==> config.mk <==
export PLATFORM = sky130hd
export DESIGN_NAME = smist_top
export DESIGN_NICKNAME = d
export VERILOG_FILES = /design/src/inc/smist_pkg.sv /design/src/inc/smist_if.sv /design/src/logic/smist_top.sv /design/src/logic/smist_stat_reg.sv
export SDC_FILE = /design/constraint.sdc
export NUM_CORES = 1
export LEC_CHECK = 0
export ABC_CLOCK_PERIOD_IN_PS = 3800
export BUFFER_PORTS_ARGS = -buffer_cell sky130_fd_sc_hd__buf_2
export CAP_MARGIN = 30
export CELL_PAD_IN_SITES_DETAIL_PLACEMENT = 0
export CELL_PAD_IN_SITES_GLOBAL_PLACEMENT = 1
export CORE_ASPECT_RATIO = 2
export CORE_MARGIN = 5
export CORE_UTILIZATION = 40
export DETAILED_ROUTE_END_ITERATION = 6
export PLACE_DENSITY = 0.79
export SYNTH_ARGS = -nofsm -noshare
export SYNTH_HDL_FRONTEND = slang
export SYNTH_HIERARCHICAL = 1
export SYNTH_SLANG_ARGS = --single-unit
==> constraint.sdc <==
create_clock -name i_core_clk -period 3.8 [get_ports i_core_clk]
set_input_delay 0.38 -clock i_core_clk [delete_from_list [all_inputs] [get_ports i_core_clk]]
set_output_delay 0.38 -clock i_core_clk [all_outputs]
set_load 0.1 [all_outputs]
==> src/inc/smist_pkg.sv <==
`default_nettype none
package smist_pkg;

  localparam int          ADDR_W          = 8;
  localparam int          DATA_W          = 8;
  localparam int          NUM_STAT        = 4;

  // Status register offsets
  localparam logic [7:0]  OFF_INTERNAL    = 8'h11;
  localparam logic [7:0]  OFF_GPIO_A      = 8'h12;
  localparam logic [7:0]  OFF_GPIO_B      = 8'h13;
  localparam logic [7:0]  OFF_GPIO_C      = 8'h14;
  // Configuration and interrupt mask offsets
  localparam logic [7:0]  OFF_CONFIG      = 8'h20;
  localparam logic [7:0]  OFF_MASK_INT    = 8'h21;
  localparam logic [7:0]  OFF_MASK_A      = 8'h22;
  localparam logic [7:0]  OFF_MASK_B      = 8'h23;
  localparam logic [7:0]  OFF_MASK_C      = 8'h24;

  // Field positions in the internal register
  localparam int          BIT_MOUSE       = 0;
  localparam int          BIT_KEYBOARD    = 1;
  localparam int          BIT_INFRARED    = 2;
  localparam int          BIT_KBC_PORT    = 4;
  // Field positions in the configuration register
  localparam int          BIT_IR_SELECT   = 0;
  localparam logic [7:0]  CONFIG_MASK     = 8'h01;

  localparam logic [7:0]  STAT_RESET      = 8'h00;
  localparam logic [7:0]  MASK_RESET      = 8'h00;
  localparam logic [7:0]  CONFIG_RESET    = 8'h00;
  localparam logic [7:0]  UNMAPPED_READ   = 8'h00;

  // Per register: index 0 internal, 1..3 gpio a..c
  localparam logic [3:0][7:0] LEVEL_MASKS = {8'h00, 8'h00, 8'h00, 8'h13};
  localparam logic [3:0][7:0] RDCLR_MASKS = {8'h00, 8'h00, 8'h00, 8'h04};
  localparam logic [3:0][7:0] W1C_MASKS   = {8'hcf, 8'hff, 8'hf7, 8'h00};

endpackage
`default_nettype wire

==> src/inc/smist_if.sv <==
`timescale 1ns/10ps
`default_nettype none
interface smist_if;
  logic [7:0] set;
  logic [7:0] level;
  logic [7:0] w1c;
  logic       rdclr;
  logic [7:0] value;

  modport ctl  (output set, output level, output w1c, output rdclr, input value);
  modport stat (input set, input level, input w1c, input rdclr, output value);
endinterface
`default_nettype wire

==> src/logic/smist_top.sv <==
// Contract
// - Status bits report pending interrupt sources
// - Bit0 mouse, cleared only at source
// - Bit1 keyboard, cleared only at source
// - Bit2 set by selected infrared edge
// - Infrared bit cleared by register read
// - Bit4 controller port, others reserved
// - Gpio a maps pins, bit3 reserved
// - Gpio b maps eight pins
// - Gpio c fifty group, bits4-5 reserved
// - Gpio bits write one clears
// - All status registers reset to zero
`timescale 1ns/10ps
`default_nettype none
module smist_top (
  input  wire logic        i_core_clk,
  input  wire logic        i_rst,
  input  wire logic [7:0]  i_addr,
  input  wire logic [7:0]  i_wr_data,
  input  wire logic        i_wr_en,
  input  wire logic        i_rd_en,
  output logic      [7:0]  o_rd_data,
  output logic             o_irq,
  input  wire logic        i_mouse_irq_flag,
  input  wire logic        i_keyboard_irq_flag,
  input  wire logic        i_kbc_port_out_flag,
  input  wire logic        i_second_serial_receive,
  input  wire logic        i_alt_infrared_receive,
  input  wire logic [7:0]  i_gpio_a_event,
  input  wire logic [7:0]  i_gpio_b_event,
  input  wire logic [7:0]  i_gpio_c_event
);

  localparam int N = smist_pkg::NUM_STAT;

  smist_if sif[N] ();

  logic [N-1:0][7:0] set_vec;
  logic [N-1:0][7:0] level_vec;
  logic [N-1:0][7:0] w1c_vec;
  logic [N-1:0]      rdclr_vec;
  logic [N-1:0][7:0] stat_vec;

  logic [7:0]        config_q;
  logic [7:0]        config_d;
  logic [N-1:0][7:0] mask_q;
  logic [N-1:0][7:0] mask_d;
  logic [7:0]        rd_data_q;
  logic [7:0]        rd_data_d;
  logic              irq_q;
  logic              irq_d;
  logic              ir_prev_q;
  logic              ir_valid_q;

  // Address decode
  wire               hit_internal;
  wire               hit_gpio_a;
  wire               hit_gpio_b;
  wire               hit_gpio_c;
  wire               hit_config;
  wire [N-1:0]       hit_mask;
  wire [N-1:0]       hit_stat;

  assign hit_internal = (i_addr == smist_pkg::OFF_INTERNAL);
  assign hit_gpio_a   = (i_addr == smist_pkg::OFF_GPIO_A);
  assign hit_gpio_b   = (i_addr == smist_pkg::OFF_GPIO_B);
  assign hit_gpio_c   = (i_addr == smist_pkg::OFF_GPIO_C);
  assign hit_config   = (i_addr == smist_pkg::OFF_CONFIG);
  assign hit_mask[0]  = (i_addr == smist_pkg::OFF_MASK_INT);
  assign hit_mask[1]  = (i_addr == smist_pkg::OFF_MASK_A);
  assign hit_mask[2]  = (i_addr == smist_pkg::OFF_MASK_B);
  assign hit_mask[3]  = (i_addr == smist_pkg::OFF_MASK_C);
  assign hit_stat     = {hit_gpio_c, hit_gpio_b, hit_gpio_a, hit_internal};

  // Infrared receive selection and transition detection
  wire               ir_select;
  wire               ir_selected;
  wire               ir_edge;

  assign ir_select   = config_q[smist_pkg::BIT_IR_SELECT];
  assign ir_selected = ir_select ? i_alt_infrared_receive : i_second_serial_receive;
  // First sample after reset or a mux switch has no history; no edge then
  assign ir_edge     = ir_valid_q & (ir_selected != ir_prev_q);

  always_ff @(posedge i_core_clk)
  begin
    if (i_rst)
    begin
      ir_prev_q  <= 1'b0;
      ir_valid_q <= 1'b0;
    end
    else
    begin
      ir_prev_q  <= ir_selected;
      ir_valid_q <= ~(i_wr_en & hit_config & (i_wr_data[smist_pkg::BIT_IR_SELECT] != ir_select));
    end
  end

  // Source wiring into the internal and gpio registers
  always_comb
  begin
    set_vec   = '0;
    level_vec = '0;
    level_vec[0][smist_pkg::BIT_MOUSE]    = i_mouse_irq_flag;
    level_vec[0][smist_pkg::BIT_KEYBOARD] = i_keyboard_irq_flag;
    level_vec[0][smist_pkg::BIT_KBC_PORT] = i_kbc_port_out_flag;
    set_vec[0][smist_pkg::BIT_INFRARED]   = ir_edge;
    set_vec[1] = i_gpio_a_event;
    set_vec[2] = i_gpio_b_event;
    set_vec[3] = i_gpio_c_event;
  end

  // Write-one-clear and read-clear strobes
  genvar g;
  generate
    for (g = 0; g < N; g++)
    begin : g_stat
      assign w1c_vec[g]   = (i_wr_en & hit_stat[g]) ? i_wr_data : 8'h00;
      assign rdclr_vec[g] = i_rd_en & hit_stat[g];

      assign sif[g].set   = set_vec[g];
      assign sif[g].level = level_vec[g];
      assign sif[g].w1c   = w1c_vec[g];
      assign sif[g].rdclr = rdclr_vec[g];
      assign stat_vec[g]  = sif[g].value;

      smist_stat_reg #(
        .LEVEL_MASK (smist_pkg::LEVEL_MASKS[g]),
        .RDCLR_MASK (smist_pkg::RDCLR_MASKS[g]),
        .W1C_MASK   (smist_pkg::W1C_MASKS[g])
      ) u_stat (
        .i_core_clk (i_core_clk),
        .i_rst      (i_rst),
        .port       (sif[g].stat)
      );

      assign mask_d[g] = (i_wr_en & hit_mask[g])
                         ? (i_wr_data & (smist_pkg::LEVEL_MASKS[g]
                                         | smist_pkg::RDCLR_MASKS[g]
                                         | smist_pkg::W1C_MASKS[g]))
                         : mask_q[g];
    end
  endgenerate

  // Configuration and mask storage
  assign config_d = (i_wr_en & hit_config)
                    ? (i_wr_data & smist_pkg::CONFIG_MASK)
                    : config_q;

  always_ff @(posedge i_core_clk)
  begin
    if (i_rst)
      config_q <= smist_pkg::CONFIG_RESET;
    else
      config_q <= config_d;
  end

  always_ff @(posedge i_core_clk)
  begin
    if (i_rst)
      mask_q <= {N{smist_pkg::MASK_RESET}};
    else
      mask_q <= mask_d;
  end

  // Read path: value seen before any read-clear of the same cycle
  wire [7:0] rd_mux;

  assign rd_mux = hit_internal  ? stat_vec[0] :
                  hit_gpio_a    ? stat_vec[1] :
                  hit_gpio_b    ? stat_vec[2] :
                  hit_gpio_c    ? stat_vec[3] :
                  hit_config    ? config_q    :
                  hit_mask[0]   ? mask_q[0]   :
                  hit_mask[1]   ? mask_q[1]   :
                  hit_mask[2]   ? mask_q[2]   :
                  hit_mask[3]   ? mask_q[3]   :
                  smist_pkg::UNMAPPED_READ;

  // Data valid only in the cycle after the strobe
  assign rd_data_d = i_rd_en ? rd_mux : 8'h00;

  always_ff @(posedge i_core_clk)
  begin
    if (i_rst)
      rd_data_q <= 8'h00;
    else
      rd_data_q <= rd_data_d;
  end

  // Interrupt: any unmasked pending bit, one cycle behind the status
  wire [N-1:0] reg_pending;

  generate
    for (g = 0; g < N; g++)
    begin : g_irq
      assign reg_pending[g] = |(stat_vec[g] & mask_q[g]);
    end
  endgenerate

  assign irq_d = |reg_pending;

  always_ff @(posedge i_core_clk)
  begin
    if (i_rst)
      irq_q <= 1'b0;
    else
      irq_q <= irq_d;
  end

  assign o_rd_data = rd_data_q;
  assign o_irq     = irq_q;

endmodule
`default_nettype wire

==> src/logic/smist_stat_reg.sv <==
`timescale 1ns/10ps
`default_nettype none
module smist_stat_reg #(
  parameter logic [7:0] LEVEL_MASK = 8'h00,
  parameter logic [7:0] RDCLR_MASK = 8'h00,
  parameter logic [7:0] W1C_MASK   = 8'h00
) (
  input  wire logic   i_core_clk,
  input  wire logic   i_rst,
  smist_if.stat       port
);

  localparam logic [7:0] STICKY_MASK = RDCLR_MASK | W1C_MASK;
  localparam logic [7:0] VALID_MASK  = STICKY_MASK | LEVEL_MASK;

  generate
    if ((LEVEL_MASK & STICKY_MASK) != 8'h00)
    begin : g_bad_masks
      $error("smist_stat_reg: a bit cannot be both level and sticky");
    end
  endgenerate

  logic [7:0] value_q;
  logic [7:0] value_d;
  wire  [7:0] clr_bits;
  wire  [7:0] sticky_next;

  assign clr_bits    = (port.w1c & W1C_MASK) | ({8{port.rdclr}} & RDCLR_MASK);
  // Set beats clear so an event in the clear cycle survives
  assign sticky_next = ((value_q & ~clr_bits) | port.set) & STICKY_MASK;

  assign value_d     = (sticky_next | (port.level & LEVEL_MASK)) & VALID_MASK;

  always_ff @(posedge i_core_clk)
  begin
    if (i_rst)
      value_q <= smist_pkg::STAT_RESET;
    else
      value_q <= value_d;
  end

  assign port.value = value_q;

endmodule
`default_nettype wire

Word-level counts from Yosys, hierarchy flattened
Cells that the tools add are included.

Bits in latches: 0. Flip-flop bits (word level): 65. Memory bits (read-only): 0. Output and inout port bits: 9. Memory bits (writable): 0. Logic and storage cells: 71. Input port bits: 49. Memories kept: 0.

Div/mod/pow operators: 0. Shifts and indexed selects: 0. Multiplexer cells: 13. Equal/unequal tests: 11. Add/subtract/negate cells: 0. Multipliers: 0. Bitwise logic cells: 30. Order comparisons: 0. Reduce and logical (&&, ||, !) cells: 2.

Operators with widths (number): $mux W8 (12); $and A8 B8 Y8 (6); $eq A8 B6 Y1 const B (5); $eq A8 B5 Y1 const B (4); $reduce_or A32 Y1 (1); $not A8 Y8 (3); $or A8 B8 Y8 (3); $and A1 B1 Y1 (11); $and A5 B5 Y5 (1); $or A3 B5 Y5 (1); $and A3 B3 Y3 (1); $not A3 Y3 (1); $or A3 B3 Y3 (1); $ne A1 B1 Y1 (2); $not A1 Y1 (2); $reduce_or A2 Y1 (1); $mux W1 (1).

Longest topological paths before layout
Gate-level depths: netlist of run 1.

Word-level depth: 10. Gate-level depth with buffers: 8. Mapped depth without buffers: 6.

Hierarchy
The synthesis of run 1 kept the hierarchy.

Modules (own cells, without submodules): smist_top (sequential area each 740.7 um2, instances 1, area an instance 2392.3 um2, cells an instance 288); smist_stat_reg at g_stat[2].u_stat (sequential area each 160.2 um2, instances 1, area an instance 381.6 um2, cells an instance 33); smist_stat_reg at g_stat[1].u_stat (sequential area each 140.1 um2, instances 1, area an instance 309.0 um2, cells an instance 30); smist_stat_reg at g_stat[3].u_stat (sequential area each 120.1 um2, instances 1, area an instance 274.0 um2, cells an instance 27); smist_stat_reg at g_stat[0].u_stat (sequential area each 80.1 um2, instances 1, area an instance 158.9 um2, cells an instance 15).

Worst setup path before layout of run 1
OpenSTA, ideal clock, no wires.

Path kind: input to register. Start point: in i_addr[7]. End point: reg g_stat[2].u_stat.value_q[0]. Setup slack: 1.844 ns. Required time: 3.687 ns. Arrival time: 1.842 ns. Stages: 8. Path buffers: 2. Library setup time: 0.113 ns. Cells stage by stage: or4_4 -> buf_6 -> nand2b_4 -> buf_6 -> nor3_4 -> and2_1 -> nand2b_4 -> a21oi_2.

Longest elaborated chain between the ends: 6.

RTL lines: start: declaration (line smist_top.sv:18) `input wire logic [7:0] i_addr,`; $eq A8 B5 Y1 (line smist_top.sv:66) `assign hit_gpio_b = (i_addr == smist_pkg::OFF_GPIO_B);`; $and A1 B1 Y1 (line smist_top.sv:118) `assign w1c_vec[g] = (i_wr_en & hit_stat[g]) ? i_wr_data : 8'h00;`; $mux W8 (line smist_top.sv:118); named net sif[2].w1c[0] (line smist_if.sv:6) `logic [7:0] w1c;`; $not A8 Y8 (line smist_stat_reg.sv:30) `assign sticky_next = ((value_q & ~clr_bits) | port.set) & STICKY_MASK;`; $and A8 B8 Y8 (line smist_stat_reg.sv:30); $or A8 B8 Y8 (line smist_stat_reg.sv:30); end signal: assignment (line smist_stat_reg.sv:37) `value_q <= smist_pkg::STAT_RESET;`; end signal: assignment (line smist_stat_reg.sv:39) `value_q <= value_d;`; end: declaration (line smist_stat_reg.sv:23) `logic [7:0] value_q;`.

The timed path passes the listed nets, and every way through them passes these cells. A chain may end at the register's enable or synchronous reset.

Worst setup path in the final report of run 1
Start point: in i_addr[0]. End point: reg mask_q[25] in the netlist's numbering.

Longest elaborated chain between the ends: 2.

RTL lines: $eq A8 B6 Y1 (line smist_top.sv:72) `assign hit_mask[3] = (i_addr == smist_pkg::OFF_MASK_C);`; $and A1 B1 Y1 (line smist_top.sv:137) `assign mask_d[g] = (i_wr_en & hit_mask[g])`; end signal: assignment (line smist_top.sv:161) `mask_q <= {N{smist_pkg::MASK_RESET}};`; end signal: assignment (line smist_top.sv:163) `mask_q <= mask_d;`; end: declaration (line smist_top.sv:46) `logic [N-1:0][7:0] mask_q;`.

Every way passes these cells.

==> reports/qor.yml, run 1 <==
grt:
  antenna_found_initial: 0
  track_usage_pct: 18.7
  grt_pass1_vias: 2930
  grt_overflow: 0
  grt_pass1_wl_um: 14600
  grt_max_degree: 56
setup_path:
  crit_path_start_kind: "primary input"
  path_cells: "buf_2, nor3b_2, and3_1, nand2_1, mux2i_1, nor2_1"
  end_kind: "flip-flop"
  arrival_ps: 2220
  slowest_delay_ps: 460
  slowest_stage: "nor3b_2"
  cp_max_fo: 31
  crit_required_ps: 3980
  crit_family: "simple AND/OR/NAND/NOR gates"
  crit_buf_inv: 1
  crit_type: "in2reg"
cts:
  path_clk_slew_ps: 50
  post_cts_resized: 0
  clkSinkCount: 62
  cts_tree: "built"
  postCtsSetupBuffers: 0
  cts_buffers: 9
  cts-root-buf: "clkbuf_16"
  clk_latency_ps: 320
  htree_levels: 3
  cts_buffer_depth: 2
  ctsHoldBuffers: 0
drt:
  drtIter0Drc: 201
  vias: 2853
  wirelength_um: 9250
  postRouteAntennaNets: 0
  routed_via_density: 5.41
  routedWlPerCell_um: 17.6
  drc_errors: 0
  firstDrtPassIters: 5
synthesis:
  syn-cell-area_um2: 3430
  synth_warnings: 6
  syn_area_per_cell_um2: 9.07
  netlist_instances: 378
floorplanning:
  rows: 47
  dieArea_um2: 10600
  core-area_um2: 8350
  io_pins: 58
  start_util_pct: 41.0
  die_x_um: 75.5
  fp.dieH_um: 141
power_and_ir_drop:
  peakVddDrop_mv: 0.351
  clkPwrFrac_pct: 55.5
  p_int_w: 0.00150
  leakagePower_nw: 1.89
  p_sw_w: 0.000387
  swShare_pct: 20.5
  p_per_area_nw_per_um2: 462
  combPwrFrac_pct: 7.3
  p_seq_share_pct: 37.2
timing:
  worstMarginPinSlew_ps: 657
  fmax_ghz: 0.491
  timing.slew.headroom_pct: 56.2
  period_share_pct: 53.6
  final_hold_viol_count: 0
  layout_setup_ws_ps: 1760
  final_max_slew_viol_count: 0
  rsz0062_at_grt: "no"
  fin_crit_ps: 2040
  setup_viol: 0
  hold_ws_ps: 267
  final.setup_skew_ps: 4.16
  setup_tns_ps: 0
layout:
  diodes: 0
  area_growth_pct: 19.1
  nNetsFinal: 473
  layout-drive-gt1-share_pct: 27.3
  final_cells: 527
place:
  placedCellCount: 511
  gp_congestion: 0.957
  dpl_worst_slack_ps: 1460
  dp_hpwl_um: 6910
  port_buffers: 54
worst_hold_path:
  min_path_type: "in2reg"
flow_run:
  max_cap_violations: 0
status:
  status: "complete, no violations"
## worst reg2reg max path: cells and delay by family (launching register included)
kind,cells,cell delay (ps)
DFF,1,370
AOI/OAI and AO/OA,3,750
## stage by stage
stage / cell area (um2) / util, % / total power [W]
final: 4080 / 48.9 / 0.00189
after global routing: 4080 / 48.9 / 0.00195
after CTS: 4080 / 48.9 / 0.00191
after detailed placement: 3690 / 44.2 / 0.000853
after global placement: 3690 / 44.2 / 0.000850
after floorplan: 3440 / - / 0.000798
## metal layers
layer  share of wire, %  GRT usage [%]  up-vias  wire (um)
li1                   -              -     1393          -
met4                4.5           10.0        0        413
met1                 36           19.6     1330       3360
met3                5.6           4.56       28        521
met2                 54           32.7      102       4960
met5                  0              0        -          0
## placed cells by master, fill, tap and decap left out, types with 2 or more instances in the layout
| cell type | instances |
|---|---|
| a21o_1 | 2 |
| a21oi_1 | 32 |
| a21oi_2 | 10 |
| a221oi_1 | 2 |
| a22o_1 | 3 |
| a22oi_1 | 10 |
| a311oi_1 | 3 |
| a31oi_1 | 2 |
| a41oi_1 | 2 |
| and2_1 | 16 |
| and3_1 | 9 |
| buf_2 | 54 |
| buf_4 | 2 |
| bufinv_16 | 5 |
| clkbuf_16 | 9 |
| clkinv_2 | 2 |
| conb_1 | 7 |
| dfxtp_1 | 62 |
| inv_1 | 27 |
| mux2i_1 | 30 |
| nand2_1 | 15 |
| nand2b_1 | 5 |
| nand2b_4 | 23 |
| nand3_1 | 9 |
| nand4_1 | 2 |
| nor2_1 | 37 |
| nor2b_1 | 6 |
| nor3_1 | 5 |
| nor3_4 | 2 |
| o211ai_1 | 2 |
| o21ai_0 | 8 |
| o221a_2 | 2 |
## sequential cells by signal, summed over array words and instances, names as in the netlist
signal and cells:
ir_valid_q 1, g_stat.u_stat/port.value 25, config_q 1, o_rd_data 8
o_irq 1, mask_q 25, ir_prev_q 1
## path summary, 6_finish.rpt
kind                                  start                             end  slack (ps)  depth (start not counted)
max reg2reg  g_stat[0].u_stat/port.value[2]                           o_irq        2520                          3
min reg2reg  g_stat[2].u_stat/port.value[5]  g_stat[2].u_stat/port.value[5]         510                          2
max                               i_addr[0]                      mask_q[25]        1760                          6
min                        i_mouse_irq_flag  g_stat[0].u_stat/port.value[0]         270                          2
## layout make-up
class,count,area [um2]
multi-input cells,268,1940
clock inverters,7,160
well taps,98,123
clock buffers,9,225
fillers,848,4270
inverters,27,101
flip-flops and latches,62,1240
repair buffers,56,285
## power by group through the flow
stage,clock (W),sequential [W],combinational [W]
2_1_floorplan,0,0.000707,0.0000914
3_3_place_gp,0,0.000715,0.000135
3_5_place_dp,0,0.000716,0.000137
4_1_cts,0.00107,0.000702,0.000138
5_1_grt,0.00110,0.000704,0.000152
6_report,0.00105,0.000702,0.000137
Note: power is estimated with default switching activity, not from simulation.
==> run 2: changes to the inputs <==
Settings changed: ABC_AREA from default to 1, ABC_CLOCK_PERIOD_IN_PS 3800 to 1880, CORE_UTILIZATION 40 to 39, PLACE_DENSITY 0.79 to 0.83.
Clock period 3.8 ns to 1.88 ns, I/O delays scaled along.
==> reports/qor.yml, run 2 <==
status:
  status: "complete, no violations"  # unchanged
timing:
  final_hold_viol_count: 0  # unchanged
  fmax_ghz: 0.810
  setup_tns_ps: 0  # unchanged
  hold_ws_ps: 60.7  # was 267 ps
  fin_crit_ps: 1230
  final.setup_skew_ps: 5.10  # was 4.16 ps
  period_share_pct: 65.6
  worstMarginPinSlew_ps: 505  # was 657 ps
  timing.slew.headroom_pct: 66.3  # was 56.2%
  setup_viol: 0  # unchanged
  final_max_slew_viol_count: 0  # unchanged
  rsz0062_at_grt: "no"  # unchanged
synthesis:
  syn-cell-area_um2: 3270  # was 3430 um2
  synth_warnings: 6  # unchanged
  netlist_instances: 488  # was 378
  syn_area_per_cell_um2: 6.70  # was 9.07 um2
setup_path:
  arrival_ps: 1050  # was 2220 ps
  slowest_stage: "buf_2"  # was nor3b_2
  path_cells: "buf_2"  # was buf_2, nor3b_2, and3_1, nand2_1, mux2i_1, nor2_1
  reg2reg_setup_slack_ps: 690  # was 2520 ps
  crit_type: "reg2out"  # was in2reg
  crit_path_start_kind: "flip-flop"  # was primary input
  cp.depth: 1  # was 6
  end_kind: "output port"  # was flip-flop
  crit_required_ps: 1690  # was 3980 ps
  crit_family: "buffers and inverters"  # was simple AND/OR/NAND/NOR gates
  ff2ff_path_depth: 4  # was 3
  cp_max_fo: 1  # was 31
  regToRegStartpoint: "g_stat[2].u_stat/port.value[3]"  # was g_stat[0].u_stat/port.value[2]
  timing.rr.end: "o_irq"  # unchanged
  crit_buf_inv: 1  # unchanged
  slowest_delay_ps: 410  # was 460 ps
cts:
  post_cts_resized: 0  # unchanged
  clkSinkCount: 62  # unchanged
  postCtsSetupBuffers: 0  # unchanged
  clk_latency_ps: 330  # was 320 ps
  cts_tree: "built"  # unchanged
  cts-root-buf: "clkbuf_16"  # unchanged
  path_clk_slew_ps: 50  # about the same
  htree_levels: 3  # unchanged
  ctsHoldBuffers: 0  # unchanged
  cts_buffer_depth: 2  # unchanged
  cts_buffers: 9  # unchanged
layout:
  diodes: 0  # unchanged
  area_growth_pct: 19.1  # about the same
  layout_common_cells: "nand2_1 (101), inv_1 (95), dfxtp_1 (62)"  # was dfxtp_1 (62), buf_2 (54), nor2_1 (37)
  final_cells: 647  # was 527
  final_common_cell: "nand2_1"  # was dfxtp_1
  fin_area_um2: 3890  # was 4080 um2
  n_fill_cell: 910  # was 848
  layout-drive-gt1-share_pct: 20.8  # was 27.3%
  nNetsFinal: 595  # was 473
power_and_ir_drop:
  p_sw_w: 0.000718  # was 0.000387 W
  p_int_w: 0.00253  # was 0.00150 W
  peakVddDrop_mv: 0.509  # was 0.351 mV
  clkPwrFrac_pct: 50.0  # was 55.5%
  combPwrFrac_pct: 7.2  # was 7.3%
  p_seq_share_pct: 42.9  # was 37.2%
  p_per_area_nw_per_um2: 834  # was 462 nW/um2
  leakagePower_nw: 1.87  # was 1.89 nW
  swShare_pct: 22.1  # was 20.5%
floorplanning:
  die_x_um: 74.8  # was 75.5 um
  dieArea_um2: 10400  # was 10600 um2
  core-area_um2: 8230  # was 8350 um2
  fp.dieH_um: 140  # was 141 um
  rows: 47  # unchanged
  io_pins: 58  # unchanged
  start_util_pct: 39.7  # was 41.0%
worst_hold_path:
  worstHoldPathCells: 3  # was 2
  hold_end: "g_stat[0].u_stat/port.value[0]"  # unchanged
  hp-start: "i_mouse_irq_flag"  # unchanged
  min_path_type: "in2reg"  # unchanged
drt:
  firstDrtPassIters: 4  # was 5
  routedWlPerCell_um: 13.7  # was 17.6 um
  wirelength_um: 8880  # was 9250 um
  drc_errors: 0  # unchanged
  routed_via_density: 4.75  # was 5.41
  drtIter0Drc: 205  # was 201
  postRouteAntennaNets: 0  # unchanged
  vias: 3075  # was 2853
place:
  dp_hpwl_um: 7100  # was 6910 um
  placed_cell_area_um2: 3600  # was 3690 um2
  placedCellCount: 633  # was 511
  gp_congestion: 0.892  # was 0.957
  port_buffers: 54  # unchanged
grt:
  grt_pass1_wl_um: 14300  # was 14600 um
  antenna_found_initial: 0  # unchanged
  track_usage_pct: 18.5  # was 18.7%
  grt_max_degree: 31  # was 56
  grt_overflow: 0  # unchanged
  grt_pass1_vias: 3021  # was 2930
flow_run:
  max_cap_violations: 0  # unchanged
[run 2: changes by cell type in the layout (fill, tap and decap cells not counted), moves of 8 or more]
cell / change
and2_1: -16
nand3_1: +25
nor2_1: +9
nand2b_4: -23
nand2_1: +86
a22oi_1: -10
inv_1: +68
and3_1: -9
o21ai_0: +15
a21oi_1: +8
nand2_2: +9
mux2i_1: -30
[run 2: final cells by class]
| type | count | area (um2) | share of cell area, % |
|---|---|---|---|
| repair buffers | 63 | 350 | 9.00 |
| clock inverters | 1 | 30.0 | 0.771 |
| flip-flops and latches | 62 | 1240 | 31.9 |
| clock buffers | 13 | 260 | 6.68 |
| multi-input cells | 308 | 1500 | 38.5 |
| inverters | 102 | 389 | 9.99 |
| well taps | 98 | 123 | 3.15 |
[run 2: power groups by stage]
stage          sequential, W  combinational (W)  clock, W
6_report             0.00139           0.000233   0.00162
5_1_grt              0.00139           0.000264   0.00171
3_5_place_dp         0.00142           0.000235         0
2_1_floorplan        0.00141           0.000145         0
3_3_place_gp         0.00142           0.000233         0
4_1_cts              0.00139           0.000236   0.00164
[run 2: how the worst max path moves through the flow]
stage	slack (ps)	endpoint	startpoint
2_1_floorplan	650	g_stat[2].u_stat/port.value[3]	i_addr[3]
3_3_place_gp	360	g_stat[3].u_stat/port.value[0]	i_addr[5]
3_5_place_dp	330	g_stat[3].u_stat/port.value[0]	i_addr[5]
4_1_cts	640	o_irq	o_irq
5_1_grt	580	g_stat[2].u_stat/port.value[7]	i_addr[3]
6_report	650	o_irq	o_irq
[run 2: per-layer routing]
layer / GRT usage, % / routed length, um / share of wire, % / up-vias
met5: 0 / 0 / 0 / -
met4: 10.8 / 402 / 4.5 / 0
met3: 3.97 / 453 / 5.1 / 23
met2: 32.4 / 4770 / 54 / 82
met1: 19.2 / 3260 / 37 / 1354
li1: - / - / - / 1616
[run 2: per-stage QoR]
step | setup WS, ps | total power (W) | utilization, %
finish | 646 | 0.00325 | 47.3
global route | 576 | 0.00337 | 47.3
CTS | 638 | 0.00327 | 47.3
detailed placement | 334 | 0.00165 | 43.8
global placement | 364 | 0.00165 | 43.8
floorplan | 654 | 0.00155 | -
